[config.mk]
export PLATFORM = sky130hd
export DESIGN_NAME = pll_divider_latches
export DESIGN_NICKNAME = d
export VERILOG_FILES = /design/src/hw/pll_latch_pkg.sv /design/src/hw/pll_divider_latches.sv
export SDC_FILE = /design/constraint.sdc
export NUM_CORES = 1
export LEC_CHECK = 0
export ABC_CLOCK_PERIOD_IN_PS = 2800
export BUFFER_PORTS_ARGS = -buffer_cell sky130_fd_sc_hd__buf_2
export CORE_MARGIN = 10
export CORE_UTILIZATION = 60
export DETAILED_ROUTE_END_ITERATION = 16
export HOLD_SLACK_MARGIN = 0.03
export PLACE_DENSITY_LB_ADDON = 0.05
export SYNTH_ARGS = -nofsm -noshare
export SYNTH_HDL_FRONTEND = slang
export SYNTH_SLANG_ARGS = --single-unit
[constraint.sdc]
create_clock -name i_mclk -period 2.8 [get_ports i_mclk]
set_clock_uncertainty 0.05 [all_clocks]
set_input_delay 0.28 -clock i_mclk [delete_from_list [all_inputs] [get_ports i_mclk]]
set_output_delay 0.28 -clock i_mclk [all_outputs]
set_load 0.1 [all_outputs]
[src/hw/pll_latch_pkg.sv]
// shared constants for the serial divider latch bank
package pll_latch_pkg;
    localparam int WORD_W        = 24;
    localparam int A_W           = 5;
    localparam int B_W           = 13;
    localparam int R_W           = 14;
    // latch select codes (bit1, bit0)
    localparam logic [1:0] SEL_CONTROL = 2'h0;
    localparam logic [1:0] SEL_REF     = 2'h1;
    localparam logic [1:0] SEL_FEEDBK  = 2'h2;
    // control latch fields
    localparam int CTL_CORE_POWER_LSB = 2;
    localparam int CTL_COUNTER_RESET  = 4;
    localparam int CTL_OUTSEL_LSB     = 5;
    localparam int CTL_PHASE_POL      = 8;
    localparam int CTL_PUMP_GAIN      = 10;
    // feedback latch fields
    localparam int N_A_LSB            = 2;
    localparam int N_B_LSB            = 8;
    localparam int N_PUMP_GAIN        = 21;
    localparam int N_HALVING          = 22;
    localparam int N_PRESC_SRC        = 23;
    // reference latch fields
    localparam int R_COUNT_LSB        = 2;
    localparam int R_BACKLASH_LSB     = 16;
    localparam int R_LOCK_PREC        = 18;
    localparam int R_TEST             = 19;
    localparam int R_BAND_DIV_LSB     = 20;
    // reset values
    localparam logic [WORD_W-1:0] CTL_RESET = 24'h000000;
    localparam logic [WORD_W-1:0] N_RESET   = 24'h000000;
    localparam logic [WORD_W-1:0] R_RESET   = 24'h000000;
    // lock detect counts
    localparam logic [2:0] LOCK_CNT_FINE   = 3'h5;
    localparam logic [2:0] LOCK_CNT_COARSE = 3'h3;
endpackage

[src/hw/pll_divider_latches.sv]
// serial latch bank and divider configuration of the synthesizer
`timescale 1ns/100ps
module pll_divider_latches
    import pll_latch_pkg::*;
#(
    parameter int PRESCALER = 8    // dual-modulus prescaler value
) (
    input  wire logic              i_mclk,          // system clock 100 MHz
    input  wire logic              i_rst_n,         // synchronous reset, low active
    input  wire logic              i_sclk,          // serial clock pin
    input  wire logic              i_sdata,         // serial data pin
    input  wire logic              i_load_strobe,   // load strobe pin
    input  wire logic              i_ref_div_pulse, // reference divider output pulse
    input  wire logic              i_phase_ok,      // phase error under 15 ns this cycle
    input  wire logic [7:0]        i_mux_sources,   // internal signals for output mux
    output logic                   o_muxed_test_output, // multiplexed output pin
    output logic                   o_phase_polarity_bit, // detector polarity
    output logic                   o_counter_reset, // counters held in reset
    output logic [1:0]             o_core_power,    // core power code
    output logic [A_W-1:0]         o_a_count,       // A counter value
    output logic [B_W-1:0]         o_b_count,       // B counter value
    output logic [19:0]            o_feedback_ratio, // P*B+A
    output logic                   o_pump_gain_bit, // 1 current setting 2
    output logic                   o_output_halving_bit, // output divide-by-two
    output logic                   o_prescaler_source_bit, // halved output to prescaler
    output logic [R_W-1:0]         o_r_count,       // reference divide ratio
    output logic [1:0]             o_backlash_width, // antibacklash width code
    output logic                   o_locked,        // digital lock detect
    output logic                   o_band_clock     // band select clock enable pulse
);

    // refuse prescaler values outside 1 to 64, which keep P*B+A within 19 bits
    if (PRESCALER < 1 || PRESCALER > 64) begin : g_bad_prescaler
        $error("PRESCALER out of range");
    end

    ////////////////////////////////////////////////////////////////////////
    // pin synchronisers
    logic [2:0] sclk_s1_r;
    logic [2:0] sclk_s2_r;
    logic       sclk_d_r;
    logic       strobe_d_r;

    // two flops per pin, then a delayed copy for edges
    always_ff @(posedge i_mclk) begin
        if (!i_rst_n) begin
            sclk_s1_r <= 3'h0;
            sclk_s2_r <= 3'h0;
            sclk_d_r  <= 1'b0;
            strobe_d_r <= 1'b0;
        end else begin
            sclk_s1_r <= {i_load_strobe, i_sdata, i_sclk};
            sclk_s2_r <= sclk_s1_r;
            sclk_d_r  <= sclk_s2_r[0];
            strobe_d_r <= sclk_s2_r[2];
        end
    end

    wire sclk_rise = sclk_s2_r[0] & ~sclk_d_r;
    wire strobe_rise = sclk_s2_r[2] & ~strobe_d_r;
    wire data_bit  = sclk_s2_r[1];

    ////////////////////////////////////////////////////////////////////////
    // input shift register, msb first
    logic [WORD_W-1:0] shift_r;
    logic [WORD_W-1:0] shift_nxt;

    assign shift_nxt = {shift_r[WORD_W-2:0], data_bit};

    always_ff @(posedge i_mclk) begin
        if (!i_rst_n) begin
            shift_r <= 24'h000000;
        end else if (sclk_rise) begin
            shift_r <= shift_nxt;
        end
    end

    ////////////////////////////////////////////////////////////////////////
    // latch decode on load strobe edge
    wire [1:0] sel      = shift_r[1:0];
    wire       load_ctl = strobe_rise && (sel == SEL_CONTROL);
    wire       load_n   = strobe_rise && (sel == SEL_FEEDBK);
    wire       load_r   = strobe_rise && (sel == SEL_REF);

    logic [WORD_W-1:0] ctl_r;
    logic [WORD_W-1:0] n_r;
    logic [WORD_W-1:0] r_r;
    logic              gain_r;

    // latches move only on the strobe edge
    always_ff @(posedge i_mclk) begin
        if (!i_rst_n) begin
            ctl_r  <= CTL_RESET;
            n_r    <= N_RESET;
            r_r    <= R_RESET;
            gain_r <= 1'b0;
        end else begin
            if (load_ctl) begin
                ctl_r  <= shift_r;
                gain_r <= shift_r[CTL_PUMP_GAIN];
            end
            if (load_n) begin
                n_r    <= shift_r;
                gain_r <= shift_r[N_PUMP_GAIN];
            end
            if (load_r) begin
                r_r <= shift_r;
            end
        end
    end

    ////////////////////////////////////////////////////////////////////////
    // field decode
    wire [A_W-1:0] a_val  = n_r[N_A_LSB +: A_W];
    wire [B_W-1:0] b_val  = n_r[N_B_LSB +: B_W];
    wire [R_W-1:0] r_val  = r_r[R_COUNT_LSB +: R_W];
    wire [2:0]     outsel = ctl_r[CTL_OUTSEL_LSB +: 3];
    wire           test_on = r_r[R_TEST];
    wire [19:0]    ratio  = 20'(PRESCALER) * 20'(b_val) + 20'(a_val);
    wire [1:0]     band_div = r_r[R_BAND_DIV_LSB +: 2];
    // test bit set forces mux output low, otherwise output from normal select
    wire           mux_bit = test_on ? 1'b0 : i_mux_sources[outsel];

    ////////////////////////////////////////////////////////////////////////
    // lock detect on reference pulses
    logic [2:0] lock_cnt_r;
    wire  [2:0] lock_need = r_r[R_LOCK_PREC] ? LOCK_CNT_FINE : LOCK_CNT_COARSE;
    wire        cnt_reset = ctl_r[CTL_COUNTER_RESET];

    always_ff @(posedge i_mclk) begin
        if (!i_rst_n || cnt_reset) begin
            lock_cnt_r <= 3'h0;
        end else if (i_ref_div_pulse) begin
            if (!i_phase_ok) begin
                lock_cnt_r <= 3'h0;
            end else if (lock_cnt_r < lock_need) begin
                lock_cnt_r <= lock_cnt_r + 3'h1;
            end
        end
    end

    ////////////////////////////////////////////////////////////////////////
    // band select clock divider: 1, 2, 4 or 8
    logic [2:0] band_cnt_r;
    wire  [2:0] band_top = 3'((4'h1 << band_div) - 4'h1);
    wire        band_hit = i_ref_div_pulse && (band_cnt_r >= band_top);

    always_ff @(posedge i_mclk) begin
        if (!i_rst_n || cnt_reset) begin
            band_cnt_r <= 3'h0;
        end else if (i_ref_div_pulse) begin
            band_cnt_r <= band_hit ? 3'h0 : band_cnt_r + 3'h1;
        end
    end

    ////////////////////////////////////////////////////////////////////////
    // registered outputs, one short process each

    // selected internal signal onto the shared output pin
    always_ff @(posedge i_mclk) begin
        if (!i_rst_n) begin
            o_muxed_test_output <= 1'b0;
        end else begin
            o_muxed_test_output <= mux_bit;
        end
    end

    // detector polarity, 1 for passive filters
    always_ff @(posedge i_mclk) begin
        if (!i_rst_n) begin
            o_phase_polarity_bit <= 1'b0;
        end else begin
            o_phase_polarity_bit <= ctl_r[CTL_PHASE_POL];
        end
    end

    // counter reset hold, must be 0 in normal use
    always_ff @(posedge i_mclk) begin
        if (!i_rst_n) begin
            o_counter_reset <= 1'b0;
        end else begin
            o_counter_reset <= cnt_reset;
        end
    end

    // core power code as written by the host
    always_ff @(posedge i_mclk) begin
        if (!i_rst_n) begin
            o_core_power <= 2'h0;
        end else begin
            o_core_power <= ctl_r[CTL_CORE_POWER_LSB +: 2];
        end
    end

    // A counter value, full 0 to 31 range
    always_ff @(posedge i_mclk) begin
        if (!i_rst_n) begin
            o_a_count <= '0;
        end else begin
            o_a_count <= a_val;
        end
    end

    // B counter value, host keeps it at 3 or above
    always_ff @(posedge i_mclk) begin
        if (!i_rst_n) begin
            o_b_count <= '0;
        end else begin
            o_b_count <= b_val;
        end
    end

    // overall feedback ratio, moves together with A and B
    always_ff @(posedge i_mclk) begin
        if (!i_rst_n) begin
            o_feedback_ratio <= 20'h00000;
        end else begin
            o_feedback_ratio <= ratio;
        end
    end

    // shared pump gain, latest latch write wins
    always_ff @(posedge i_mclk) begin
        if (!i_rst_n) begin
            o_pump_gain_bit <= 1'b0;
        end else begin
            o_pump_gain_bit <= gain_r;
        end
    end

    // output divide-by-two enable
    always_ff @(posedge i_mclk) begin
        if (!i_rst_n) begin
            o_output_halving_bit <= 1'b0;
        end else begin
            o_output_halving_bit <= n_r[N_HALVING];
        end
    end

    // prescaler fed from halved or fundamental output
    always_ff @(posedge i_mclk) begin
        if (!i_rst_n) begin
            o_prescaler_source_bit <= 1'b0;
        end else begin
            o_prescaler_source_bit <= n_r[N_PRESC_SRC];
        end
    end

    // reference divide ratio
    always_ff @(posedge i_mclk) begin
        if (!i_rst_n) begin
            o_r_count <= '0;
        end else begin
            o_r_count <= r_val;
        end
    end

    // antibacklash pulse width code
    always_ff @(posedge i_mclk) begin
        if (!i_rst_n) begin
            o_backlash_width <= 2'h0;
        end else begin
            o_backlash_width <= r_r[R_BACKLASH_LSB +: 2];
        end
    end

    // lock flag, forced low while counters are held
    always_ff @(posedge i_mclk) begin
        if (!i_rst_n) begin
            o_locked <= 1'b0;
        end else begin
            o_locked <= (lock_cnt_r >= lock_need) && !cnt_reset;
        end
    end

    // band select clock pulse, one cycle after the reference pulse
    always_ff @(posedge i_mclk) begin
        if (!i_rst_n) begin
            o_band_clock <= 1'b0;
        end else begin
            o_band_clock <= band_hit && !cnt_reset;
        end
    end

endmodule

Word level (Yosys, flattened, before mapping)
Index checks and enable logic that the tools add are counted.
Widths: inputs -> output; s select.
- add/subtract/negate cells: 4
- magnitude comparators: 4
- equality and inequality tests: 3
- shifts and indexed selects: 1
- muxes and demuxes: 8
- bitwise logic cells: 5
- reductions and logical operators: 13
- operator list (cell ; number):
    $add 16x5->17 ; 1
    $mux 3 ; 4
    $add 3x1->3 const B ; 2
    $ge 3x3->1 ; 2
    $logic_and 1x1->1 ; 6
    $lt 3x4->1 const B ; 1
    $bmux 1 s3 ; 1
    $lt 3x3->1 ; 1
    $mux 1 ; 3
    $not 1->1 ; 3
    $shl 1x2->3 const A ; 1
    $sub 3x1->3 const B ; 1
    $and 1x1->1 ; 2
    $eq 2x1->1 const B ; 1
    $eq 2x2->1 const B ; 1
    $logic_not 1->1 ; 2
    $logic_not 2->1 ; 1
    $ne 2x1->1 const B ; 1
    $reduce_and 2->1 ; 1
    $reduce_bool 2->1 ; 1
    $reduce_or 2->1 ; 1
    $logic_or 1x1->1 ; 1
- register bits: 158
- input bits: 15
- output and inout port bits: 64
- logic and storage cells: 63

Depth between registers and ports, before layout
Gate-level depths: netlist of the first run.
- depth in word-level cells: 5
- mapped depth: 6
- gate-level depth less buffers: 6

Least setup slack after synthesis of the first run
OpenSTA, ideal clock, no wires.
- kind: flip-flop to output port
- start point: register o_a_count[0] (netlist name)
- end point: output o_feedback_ratio[0]
- arrival time: 1.356 ns
- required time: 2.470 ns
- slack: 1.114 ns
- stages on the path, launching flop included: 2
- path buffers: 1
- cell sequence: dfxtp_1 -> buf_4
- RTL lines (item ; RTL line ; source):
    end: declaration ; pll_divider_latches.sv:22 ; output logic [19:0] o_feedback_ratio,

Worst setup path in the final report of the first run
- start point: register r_r[21]
- end point: register band_cnt_r[2]
- cells in the longest elaborated chain, start to end: 5
- ends and longest elaborated chain (item ; RTL line ; source):
    start: declaration ; pll_divider_latches.sv:87 ; logic [WORD_W-1:0] r_r;
    start signal: assignment ; pll_divider_latches.sv:107 ; r_r <= shift_r;
    $shl 1x2->3 ; pll_divider_latches.sv:145 ; wire [2:0] band_top = 3'((4'h1 << band_div) - 4'h1);
    $sub 3x1->3 ; pll_divider_latches.sv:145 ;
    $ge 3x3->1 ; pll_divider_latches.sv:146 ; wire band_hit = i_ref_div_pulse && (band_cnt_r >= band_top);
    $logic_and 1x1->1 ; pll_divider_latches.sv:146 ;
    $mux 3 ; pll_divider_latches.sv:152 ; band_cnt_r <= band_hit ? 3'h0 : band_cnt_r + 3'h1;
    end signal: assignment ; pll_divider_latches.sv:152 ;
    end: declaration ; pll_divider_latches.sv:144 ; logic [2:0] band_cnt_r;
Every way passes these cells.
A chain may end at the register's enable or synchronous reset.

==> summary.txt, run 1 <==
Synthesis
  • Synth Instances: 554
  • Asr flop ratio synth: 0
  • Synth unique cells: 44
  • Mean Syn Cell Area: ~9.6 um2
  • Synth Register Bits: 144
  • Ys flop type: dfxtp_1
  • Post-Syn Area: 5300 um2
  • Sequential area share after synthesis: 0.544
  • Number of synthesized flops with an enable pin: 0
  • Yosys synthesis warning count: 0

Power
  • Peak VDD IR: 0.542 mV
  • Pwr/cell area: 684 nW/um2
  • Power Total: 4.27 mW
  • Leak: between 2 and 3 nW

Clock tree
  • Htree depth: 4
  • CTS tree: yes
  • Clk slew on worst S/H paths: ~0.06 ns
  • Clock buffer depth: 2
  • Clock Sinks: 144
  • CTS root buf: clkbuf_8
  • CTS buffer count: 17
  • Clk Latency, worst-skew pair: ~0.51 ns

STA
  • Worst-Margin Slew: 0.931 ns
  • Final setup TNS: 0 ns
  • Rel. slew slack: 0.379
  • Final hold vios: 0
  • Period utilization: 0.648
  • Fmax: 0.551 GHz
  • RSZ-0062 raised after global routing: false
  • Crit path time final: roughly 1.8 ns
  • Final Max Slew Viols: 0
  • Final setup viols: 0

Place
  • Dpl cell area: 5650 um2
  • PortBufs: 75
  • HPWL Detailed: 7170 um
  • Routability cong.: just over 0.8

Setup path
  • Critical path arrival: between 2 and 2.5 ns
  • Worst Setup SP: r_r[21]
  • CP Capture Type: flip-flop
  • CP startpoint kind: flip-flop
  • Max Fanout on Critical Path: 5
  • Critical path class: flip-flop to flip-flop
  • CP required: 3.18 ns
  • R2r startpoint: r_r[21]

Route
  • Vias: ~3.8k
  • DR DRC count: 0
  • DRT Wirelength: 10,600 um
  • Avg WL per Cell: between 10 and 15 um
  • Post-DRT Antenna Nets: 0
  • Vias per cell: slightly above 5
  • Iter 0 DRT Violations: 187
  • First-pass DRT Iterations: 4

Layout
  • Commonest non-fill, non-tap cells in the layout: nand2_1, dfxtp_1, buf_2
  • # nets final: approximately 640
  • Most common cell after layout, fill and taps aside: nand2_1
  • Cell area after layout: ~6200 um2
  • Fin util: 0.720
  • Area grow syn2layout: 17.9%
  • Ant. Diodes: 0
  • Share of layout cells above drive strength 1: 0.197

Floorplanning
  • Std-Cell Rows: 34
  • Core area: 8680 um2
  • Chip Height: between 100 and 150 um
  • Die ar.: 13,000 um2
  • I/O pin total: 79
  • Initial Util: 0.611
  • Die X: 114 um

Min path
  • HP Class: input pin to flip-flop
  • Hold Crit Start: i_ref_div_pulse

Global route
  • Overflow after GRT: 0
  • Pin count of the biggest net entering global routing: 69
  • Routing usage on met1: 0.191
  • First-pass GRT wire length: 18,200 um
  • Met2 Usage GRT: 0.291
  • GR Util met3: 0.0583
  • Tot GR Track Use: 0.170
  • Initial antenna violation count: 0
  • Number of global-route vias before repair: around 3.9k
  • GRT busiest layer: met2

Run
  • Max_cap viols: 0

Outcome
  • Status: finished clean
==> per-layer routing <==
metal  vias up  wire [um]
met5         -          0
met2        81       5200
li1       1919          -
met1      1775       4600
met4         0        171
met3        16        569
==> state kept, by name, indices dropped and copies added (netlist names), 5 cells and up <==
signal and flops:
o_b_count 13, r_r 20, n_r 20, shift_r 24, o_r_count 14, ctl_r 7, o_a_count 5, o_feedback_ratio 14
==> logic make-up after synthesis <==
family / Yosys count / synth area share
compound gates: 86 / 0.123
xor+xnor: 8 / 0.0132
fa+ha+maj: 10 / 0.0250
buf+inv: 43 / 0.0392
flops: 144 / 0.544
mux: 7 / 0.0187
other cells: 1 / 0.000708
simple gates: 255 / 0.236
==> area by class of cell <==
class,instances,area (um2)
well taps,108,135
inverters,4,15.0
fillers,701,2430
flip-flops and latches,144,2880
clock buffers,18,428
repair buffers,82,435
multi-input cells,369,2220
clock inverters,14,134
==> worst paths after layout <==
path                   endpoint  slack, ns  cells past startpoint
setup / recovery  band_cnt_r[2]       0.99                      6
setup reg to reg  band_cnt_r[2]       0.99                      6
hold / removal    band_cnt_r[0]       0.05                      3
hold reg to reg    sclk_s2_r[0]       0.38                      1
==> stage by stage <==
step	setup WS, ns	instances	hold WS, ns
6_report	0.985	739	0.0514
5_1_grt	0.847	739	0.0449
4_1_cts	0.970	739	0.0313
3_5_place_dp	0.969	704	0.373
3_3_place_gp	1.04	704	0.366
2_1_floorplan	1.11	556	0.348
==> synth_stat cells, types with 2 or more instances <==
| cell | number | area [um2] |
|---|---|---|
| a21boi_0 | 52 | 390 |
| a21boi_1 | 20 | 150 |
| a21o_1 | 3 | 22.5 |
| a21oi_1 | 4 | 20.0 |
| a31oi_1 | 4 | 25.0 |
| and2_1 | 59 | 369 |
| and3_1 | 3 | 18.8 |
| buf_2 | 9 | 45.0 |
| buf_4 | 9 | 67.6 |
| clkbuf_1 | 20 | 75.1 |
| dfxtp_1 | 144 | 2880 |
| ha_1 | 9 | 113 |
| inv_1 | 4 | 15.0 |
| mux2_2 | 3 | 33.8 |
| mux2i_1 | 2 | 20.0 |
| mux4_2 | 2 | 45.0 |
| nand2_1 | 152 | 571 |
| nand2b_1 | 8 | 50.1 |
| nand3_1 | 8 | 40.0 |
| nand4_1 | 2 | 12.5 |
| nor2_1 | 3 | 11.3 |
| nor2b_1 | 5 | 31.3 |
| nor3b_1 | 2 | 15.0 |
| xnor2_1 | 4 | 35.0 |
| xor2_1 | 4 | 35.0 |
==> critical path, stage by stage, from the launching register on <==
cell and delay, ns:
dfxtp_1 0.33, or2_2 0.29, ha_1 0.27, nand2b_1 0.15
a31oi_1 0.35, nand4b_1 0.14, a31oi_1 0.16
==> power by group <==
part | internal (mW) | switching [mW]
Sequential | 2.06 | 0.00416
Combinational | 0.0392 | 0.0796
Clock | 1.21 | 0.880
==> timing repair <==
action	CTS	global route
endpoints found under the setup margin	0	0
endpoints found under the hold margin	3	0
setup buffers	0	0
gates resized for setup	0	0
hold buffers	3	0
Note: power is estimated with default switching activity, not from simulation.
==> run 2, diff against run 1 <==
ABC_CLOCK_PERIOD_IN_PS = 1600   (was 2800)
CORE_UTILIZATION = 51   (was 60)
clock period = 1.6 ns   (was 2.8 ns; I/O delays follow)
==> run 2 against run 1 <==
Fmax grew 18%. Register-to-register slack lost 0.92 ns. Die area grew 14%. Count of clock-buffer cells in the layout grew 3. Wire length grew 3.4%. Non-clock buffer count grew 26. Sequential power grew 75%. Utilization shrank 6.6 points. Via count grew 1.1%. Combinational power grew 86%. Clock power grew 110%. Critical path type unchanged. Critical endpoint is now o_feedback_ratio[13]. Largest power group unchanged.
==> summary.txt, run 2 (same netlist as run 1, synthesis figures left out) <==
Outcome
  • Status: finished clean

Place
  • Routability cong.: 0.800 (-3.7%)
  • Post-Place Setup Slack: -0.0682 ns (-1.04 ns)
  • PortBufs: 75 (unchanged)
  • Dpl cell area: 5880 um2 (+4.0%)
  • HPWL Detailed: 7400 um (+3.2%)

Setup path
  • CP required: 1.96 ns (-1.22 ns)
  • CP max stage delay: 0.42 ns (+0.07 ns)
  • CP Capture Type: flip-flop
  • Crit-path cells: buf_4 -> fa_2 -> and3_4 -> nand4_1 -> xnor2_1 -> and2_1
  • R2r startpoint: n_r[6]
  • Critical path arrival: 1.90 ns (-0.30 ns)
  • CP startpoint kind: flip-flop
  • Worst Setup SP: n_r[6]
  • Critical Path Stages: 6 (unchanged)
  • Crit path max-delay cell type: fa_2
  • CP Buf/Inv Count: 1 (+1)
  • Max Fanout on Critical Path: 3 (-2)
  • Worst-case reg-to-reg path depth: 6 (unchanged)
  • Delay-heaviest family, CP: simple AND/OR/NAND/NOR gates
  • Critical path class: flip-flop to flip-flop
  • Crit path to: o_feedback_ratio[13]
  • Reg2reg end: o_feedback_ratio[13]
  • Minimum setup slack among reg-to-reg paths: 0.07 ns (-0.92 ns)

Layout
  • Area grow syn2layout: 26.3%
  • Share of layout cells above drive strength 1: 0.241 (+0.0443)
  • Cell area after layout: 6690 um2 (+7.2%)
  • Fin util: 0.654 (-0.0656)
  • # nets final: 669 (+4.0%)
  • Commonest non-fill, non-tap cells in the layout: nand2_1, dfxtp_1, buf_2
  • Largest register FFs: 24 (unchanged)
  • FILL cells: 853 (+22%)
  • Ant. Diodes: 0 (unchanged)
  • Most common cell after layout, fill and taps aside: nand2_1
  • Biggest registers after layout: shift_r: 24 flops, n_r: 20 flops, r_r: 20 flops
  • Biggest register: shift_r

Floorplanning
  • Core area: 10,200 um2 (+18%)
  • I/O pin total: 79 (unchanged)
  • Chip Height: 122 um (+7.0%)
  • Die ar.: 14,900 um2 (+14%)
  • Std-Cell Rows: 37 (+8.8%)
  • Die X: 122 um (+7.0%)
  • Initial Util: 0.518 (-0.0927)

Global route
  • Tot GR Track Use: 0.151 (-0.0186)
  • First-pass GRT wire length: 18,100 um (-0.72%)
  • Overflow after GRT: 0 (unchanged)
  • Number of global-route vias before repair: 3,780 (-2.2%)
  • Initial antenna violation count: 0 (unchanged)
  • Pin count of the biggest net entering global routing: 66 (-4.3%)

Power
  • Pwr/cell area: 1220 nW/um2 (+78%)
  • Peak VDD IR: 0.596 mV (+10%)
  • Leak: 2.75 nW (+7.5%)

STA
  • Final setup viols: 0 (unchanged)
  • Fmax: 0.652 GHz (+18%)
  • Final setup TNS: 0 ns (unchanged)
  • Final Max Slew Viols: 0 (unchanged)
  • Final WS setup: 0.0655 ns (-0.920 ns)
  • Period utilization: 0.959 (+0.311)
  • Hold_ws: 0.145 ns (+0.0934 ns)
  • Crit path time final: 1.53 ns (-0.280 ns)
  • Final hold vios: 0 (unchanged)
  • RSZ-0062 raised after global routing: true

Clock tree
  • Htree depth: 4 (unchanged)
  • Clk slew on worst S/H paths: 0.06 ns (about the same)
  • CTS root buf: clkbuf_8
  • CTS tree: yes
  • Clk Latency, worst-skew pair: 0.52 ns (about the same)
  • Clock Sinks: 144 (unchanged)
  • CTS buffer count: 17 (unchanged)
  • Clock buffer depth: 2 (unchanged)

Route
  • Vias per cell: 4.84 (-5.7%)
  • Post-DRT Antenna Nets: 0 (unchanged)
  • Iter 0 DRT Violations: 215 (+15%)
  • DRT Wirelength: 10,900 um (+3.4%)
  • First-pass DRT Iterations: 5 (+1)
  • Avg WL per Cell: 13.8 um (-3.5%)
  • DR DRC count: 0 (unchanged)
  • Vias: 3,831 (+1.1%)

Min path
  • HP Class: input pin to flip-flop

Run
  • Max_cap viols: 0 (unchanged)
run 2: cell count changes in the layout (fill, tap and decap cells not counted), moves of 3 or more:
cell and delta:
ha_4 +4, dlygate4sd3_1 +3, inv_6 -3, buf_4 +21, bufinv_16 +5, ha_1 -4, dfxtp_2 +4, dfxtp_1 -4
clkinv_4 -3, clkbuf_1 +3, clkinvlp_4 -3
run 2: power breakdown:
group          internal (mW)  switching (mW)  total, mW
Combinational         0.0794           0.142      0.221
Sequential              3.60         0.00715       3.61
Clock                   2.88            1.43       4.30
Total                   6.56            1.57       8.13
run 2: stage by stage:
stage,std cells,power [mW]
final,792,8.13
after global routing,792,8.41
after floorplan,556,3.86
after global placement,753,3.90
after detailed placement,753,3.90
after CTS,792,8.22
run 2: layout make-up:
type                    instances  area (um2)  area share
well taps                     136         170      0.0254
repair buffers                108         663      0.0991
clock buffers                  21         439      0.0656
inverters                       4        15.0     0.00224
multi-input cells             369        2310       0.345
flip-flops and latches        144        2890       0.431
clock inverters                10         209      0.0312
run 2: metal layers:
metal / GRT usage / part of all wire / up-vias / wire length, um
li1: - / - / 1972 / -
met1: 0.175 / 0.44 / 1786 / 4800
met4: 0.0551 / 0.0089 / 0 / 97
met2: 0.246 / 0.50 / 66 / 5410
met5: 0 / 0 / - / 0
met3: 0.0611 / 0.056 / 7 / 607
run 2: tightest hold or removal path: stages:
cell and delay, ns:
buf_2 0.07, mux4_2 0.21, mux2i_1 0.06, nor3b_1 0.16
run 2: timing repair:
| action | 4_1_cts | 5_1_grt |
|---|---|---|
| resized for setup | 5 | 11 |
| pin swaps | 4 | 11 |
| setup buffers | 2 | 0 |
| setup endpoints to repair | 6 | 13 |
| hold endpoints to repair | 21 | 0 |
| hold buffers | 6 | 0 |
run 2: worst min-delay path by stage:
stage                     startpoint                   to  slack (ns)  cells after the start
floorplan                     i_sclk         sclk_s1_r[0]        0.24                      1
global placement       i_load_strobe         sclk_s1_r[2]        0.32                      2
detailed placement            i_sclk         sclk_s1_r[0]        0.32                      2
CTS                 i_mux_sources[3]  o_muxed_test_output        0.13                      4
global route        i_mux_sources[4]  o_muxed_test_output        0.20                      4
finish              i_mux_sources[3]  o_muxed_test_output        0.14                      4
==> run 3, diff against run 2 <==
ABC_AREA = 1   (was not set)
CORE_UTILIZATION = 50   (was 51)
==> run 3 against run 2 <==
Final cell count is 10% higher. Via count is 7.5% higher. Global-route usage is 0.21 points higher. Combinational power is 100% higher. Critical path type unchanged. Sequential share of layout area is 2.2 points higher. Synthesized area is 1.9% lower. Synthesized cell count is 16% higher. Die area hardly changed. Power is 2.5% higher. Largest power group unchanged. Clock power is 3% lower.
==> summary.txt, run 3 <==
Outcome
  • Status: finished clean

Synthesis
  • Top-area cell type share of the netlist area: 0.555 (+0.0107)
  • Synth Instances: 645 (+16%)
  • Synth Register Bits: 144 (unchanged)
  • Top area cells in the synthesized netlist: dfxtp_1, nor2_1, o21ai_0
  • Area leader, netlist: dfxtp_1
  • Post-Syn Area: 5200 um2 (-1.9%)
  • Post-Synth Simple-Gate Area: 0.207 (-0.0288)
  • Sequential area share after synthesis: 0.555 (+0.0107)
  • Largest family of logic cells by synthesized area: simple AND/OR/NAND/NOR gates
  • Asr flop ratio synth: 0 (unchanged)
  • Synth cell count leaders: dfxtp_1, nor2_1, nand2_1, inv_1, o21ai_0
  • Mean Syn Cell Area: 8.06 um2 (-16%)
  • Ys flop type: dfxtp_1
  • Post-synthesis xor/xnor area fraction: 0 (-0.0132)
  • Most frequent cell after synthesis: dfxtp_1
  • Synth unique cells: 32 (-27%)
  • Adder-Cell Fraction of Synth Area: 0.0255 (+0.000494)
  • Number of synthesized flops with an enable pin: 0 (unchanged)
  • Compound-Gate Fraction of Synth Area: 0.112 (-0.0118)
  • Mux contribution to synthesized area: 0 (-0.0187)
  • Yosys synthesis warning count: 0 (unchanged)

Route
  • Vias: 4,119 (+7.5%)
  • DR DRC count: 0 (unchanged)
  • DRT Wirelength: 11,000 um (+0.98%)
  • Iter 0 DRT Violations: 269 (+25%)
  • First-pass DRT Iterations: 4 (-1)
  • Avg WL per Cell: 12.6 um (-8.4%)
  • Post-DRT Antenna Nets: 0 (unchanged)
  • Vias per cell: 4.72 (-2.5%)

STA
  • Fmax: 0.665 GHz (+2.1%)
  • Crit path time final: 1.50 ns (-0.0317 ns)
  • Final setup TNS: 0 ns (unchanged)
  • Final Max Slew Viols: 0 (unchanged)
  • Period utilization: 0.939 (-0.0198)
  • RSZ-0062 raised after global routing: false
  • Final hold vios: 0 (unchanged)
  • Final WS setup: 0.0973 ns (+0.0317 ns)
  • Final setup viols: 0 (unchanged)
  • Rel. slew slack: 0.506
  • Worst-Margin Slew: between 0.7 and 0.8 ns

Clock tree
  • CTS tree: yes
  • Clk Latency, worst-skew pair: 0.51 ns (about the same)
  • Clock Sinks: 144 (unchanged)
  • Clock buffer depth: 2 (unchanged)
  • CTS buffer count: 17 (unchanged)
  • Clk slew on worst S/H paths: 0.06 ns (about the same)
  • Post-CTS Setup Inserts: 0 (-2)
  • Htree depth: 4 (unchanged)
  • CTS root buf: clkbuf_8

Layout
  • Biggest registers after layout: shift_r: 24 flops, n_r: 20 flops, r_r: 20 flops
  • Biggest register: shift_r
  • Area grow syn2layout: 22.4%
  • Ant. Diodes: 0 (unchanged)
  • FILL cells: 911 (+6.8%)
  • Most common cell after layout, fill and taps aside: dfxtp_1
  • Commonest non-fill, non-tap cells in the layout: dfxtp_1, nor2_1, nand2_1
  • Final std cells w/o fill: 873 (+10%)
  • Largest register FFs: 24 (unchanged)
  • # nets final: 749 (+12%)
  • Share of layout cells above drive strength 1: 0.178 (-0.0631)

Floorplanning
  • Die X: 122 um (about the same)
  • Std-Cell Rows: 37 (unchanged)
  • Core area: 10,200 um2 (unchanged)
  • I/O pin total: 79 (unchanged)
  • Chip Height: 122 um (about the same)
  • Die ar.: 14,900 um2 (about the same)
  • Initial Util: 0.508 (-0.0100)

Global route
  • First-pass GRT wire length: 18,600 um (+2.9%)
  • Initial antenna violation count: 0 (unchanged)
  • Number of global-route vias before repair: 3,964 (+4.9%)
  • Tot GR Track Use: 0.153 (+0.00209)
  • Overflow after GRT: 0 (unchanged)
  • Pin count of the biggest net entering global routing: 90 (+36%)

Min path
  • HP Class: input pin to flip-flop

Place
  • Routability cong.: 0.790 (-1.3%)
  • Post-Place Setup Slack: 0.0581 ns (+0.126 ns)
  • Placed insts: 830 (+10%)
  • HPWL Detailed: 7530 um (+1.8%)
  • PortBufs: 75 (unchanged)

Setup path
  • CP Capture Type: flip-flop
  • Critical path arrival: 1.86 ns (-0.04 ns)
  • CP required: 1.96 ns (about the same)
  • Critical path class: flip-flop to flip-flop
  • CP startpoint kind: flip-flop
  • Max Fanout on Critical Path: 5 (+2)

Power
  • Leak: 3.22 nW (+17%)
  • Peak VDD IR: 0.739 mV (+24%)
  • Pwr/cell area: 1310 nW/um2 (+7.8%)

Run
  • Max_cap viols: 0 (unchanged)
-- run 3: cell types whose count changed after synthesis, moves of 20 or more --
cell and change:
nor2_1 +128, nand2_1 -58, inv_1 +77, a21oi_1 +29
o21ai_0 +77, a21boi_1 -20, a21boi_0 -52, and2_1 -59
-- run 3: path summary, 6_finish.rpt --
path                    start                   to  slack [ns]  cells past startpoint
max reg2reg          ctl_r[5]  o_muxed_test_output         0.1                      6
min          i_mux_sources[7]  o_muxed_test_output        0.06                      7
min reg2reg      sclk_s1_r[1]         sclk_s2_r[1]        0.37                      2
max                  ctl_r[5]  o_muxed_test_output         0.1                      6
-- run 3: per-layer routing --
layer | track usage | wire, um
met2 | 0.259 | 5430
met4 | 0.0559 | 148
met3 | 0.0472 | 550
met5 | 0 | 0
met1 | 0.179 | 4880
-- run 3: final cells by class --
type / count / area, um2 / share of cell area
flip-flops and latches: 144 / 2890 / 0.454
multi-input cells: 385 / 1810 / 0.285
repair buffers: 91 / 538 / 0.0846
clock buffers: 18 / 418 / 0.0657
inverters: 85 / 322 / 0.0506
clock inverters: 14 / 213 / 0.0334
well taps: 136 / 170 / 0.0268
-- run 3: metrics by stage --
stage	area, um2	total power, mW	hold slack, ns	utilization
after floorplan	5200	4.14	0.208	-
after global placement	5600	4.22	0.295	0.548
final	6360	8.34	0.0606	0.622
after detailed placement	5600	4.23	0.294	0.548
after CTS	6340	8.42	0.0331	0.620
after global routing	6360	8.66	0.101	0.622
-- run 3: cell families after synthesis --
| group | count (synthesis) |
|---|---|
| buffers and inverters | 118 |
| other | 1 |
| AND/OR/NAND/NOR | 258 |
| adder cells (fa/ha/maj) | 10 |
| flip-flops | 144 |
| AO/OA/AOI/OAI | 114 |
-- run 3: power by group --
part	internal, mW	switching (mW)
clock	2.69	1.47
sequential	3.66	0.0640
combinational	0.122	0.322
total	6.48	1.86
-- run 3: what timing repair did --
item,in CTS,in global routing
hold endpoints to repair,29,0
endpoints found under the setup margin,0,5
resized for setup,0,8
hold buffers,11,0
-- run 3: critical path: stages, from the launching register on --
cell and delay [ns]:
dfxtp_4 0.36, inv_1 0.08, o21ai_1 0.11, o21ai_0 0.07
dlygate4sd3_1 0.55, nor2_1 0.12, nor2_1 0.06
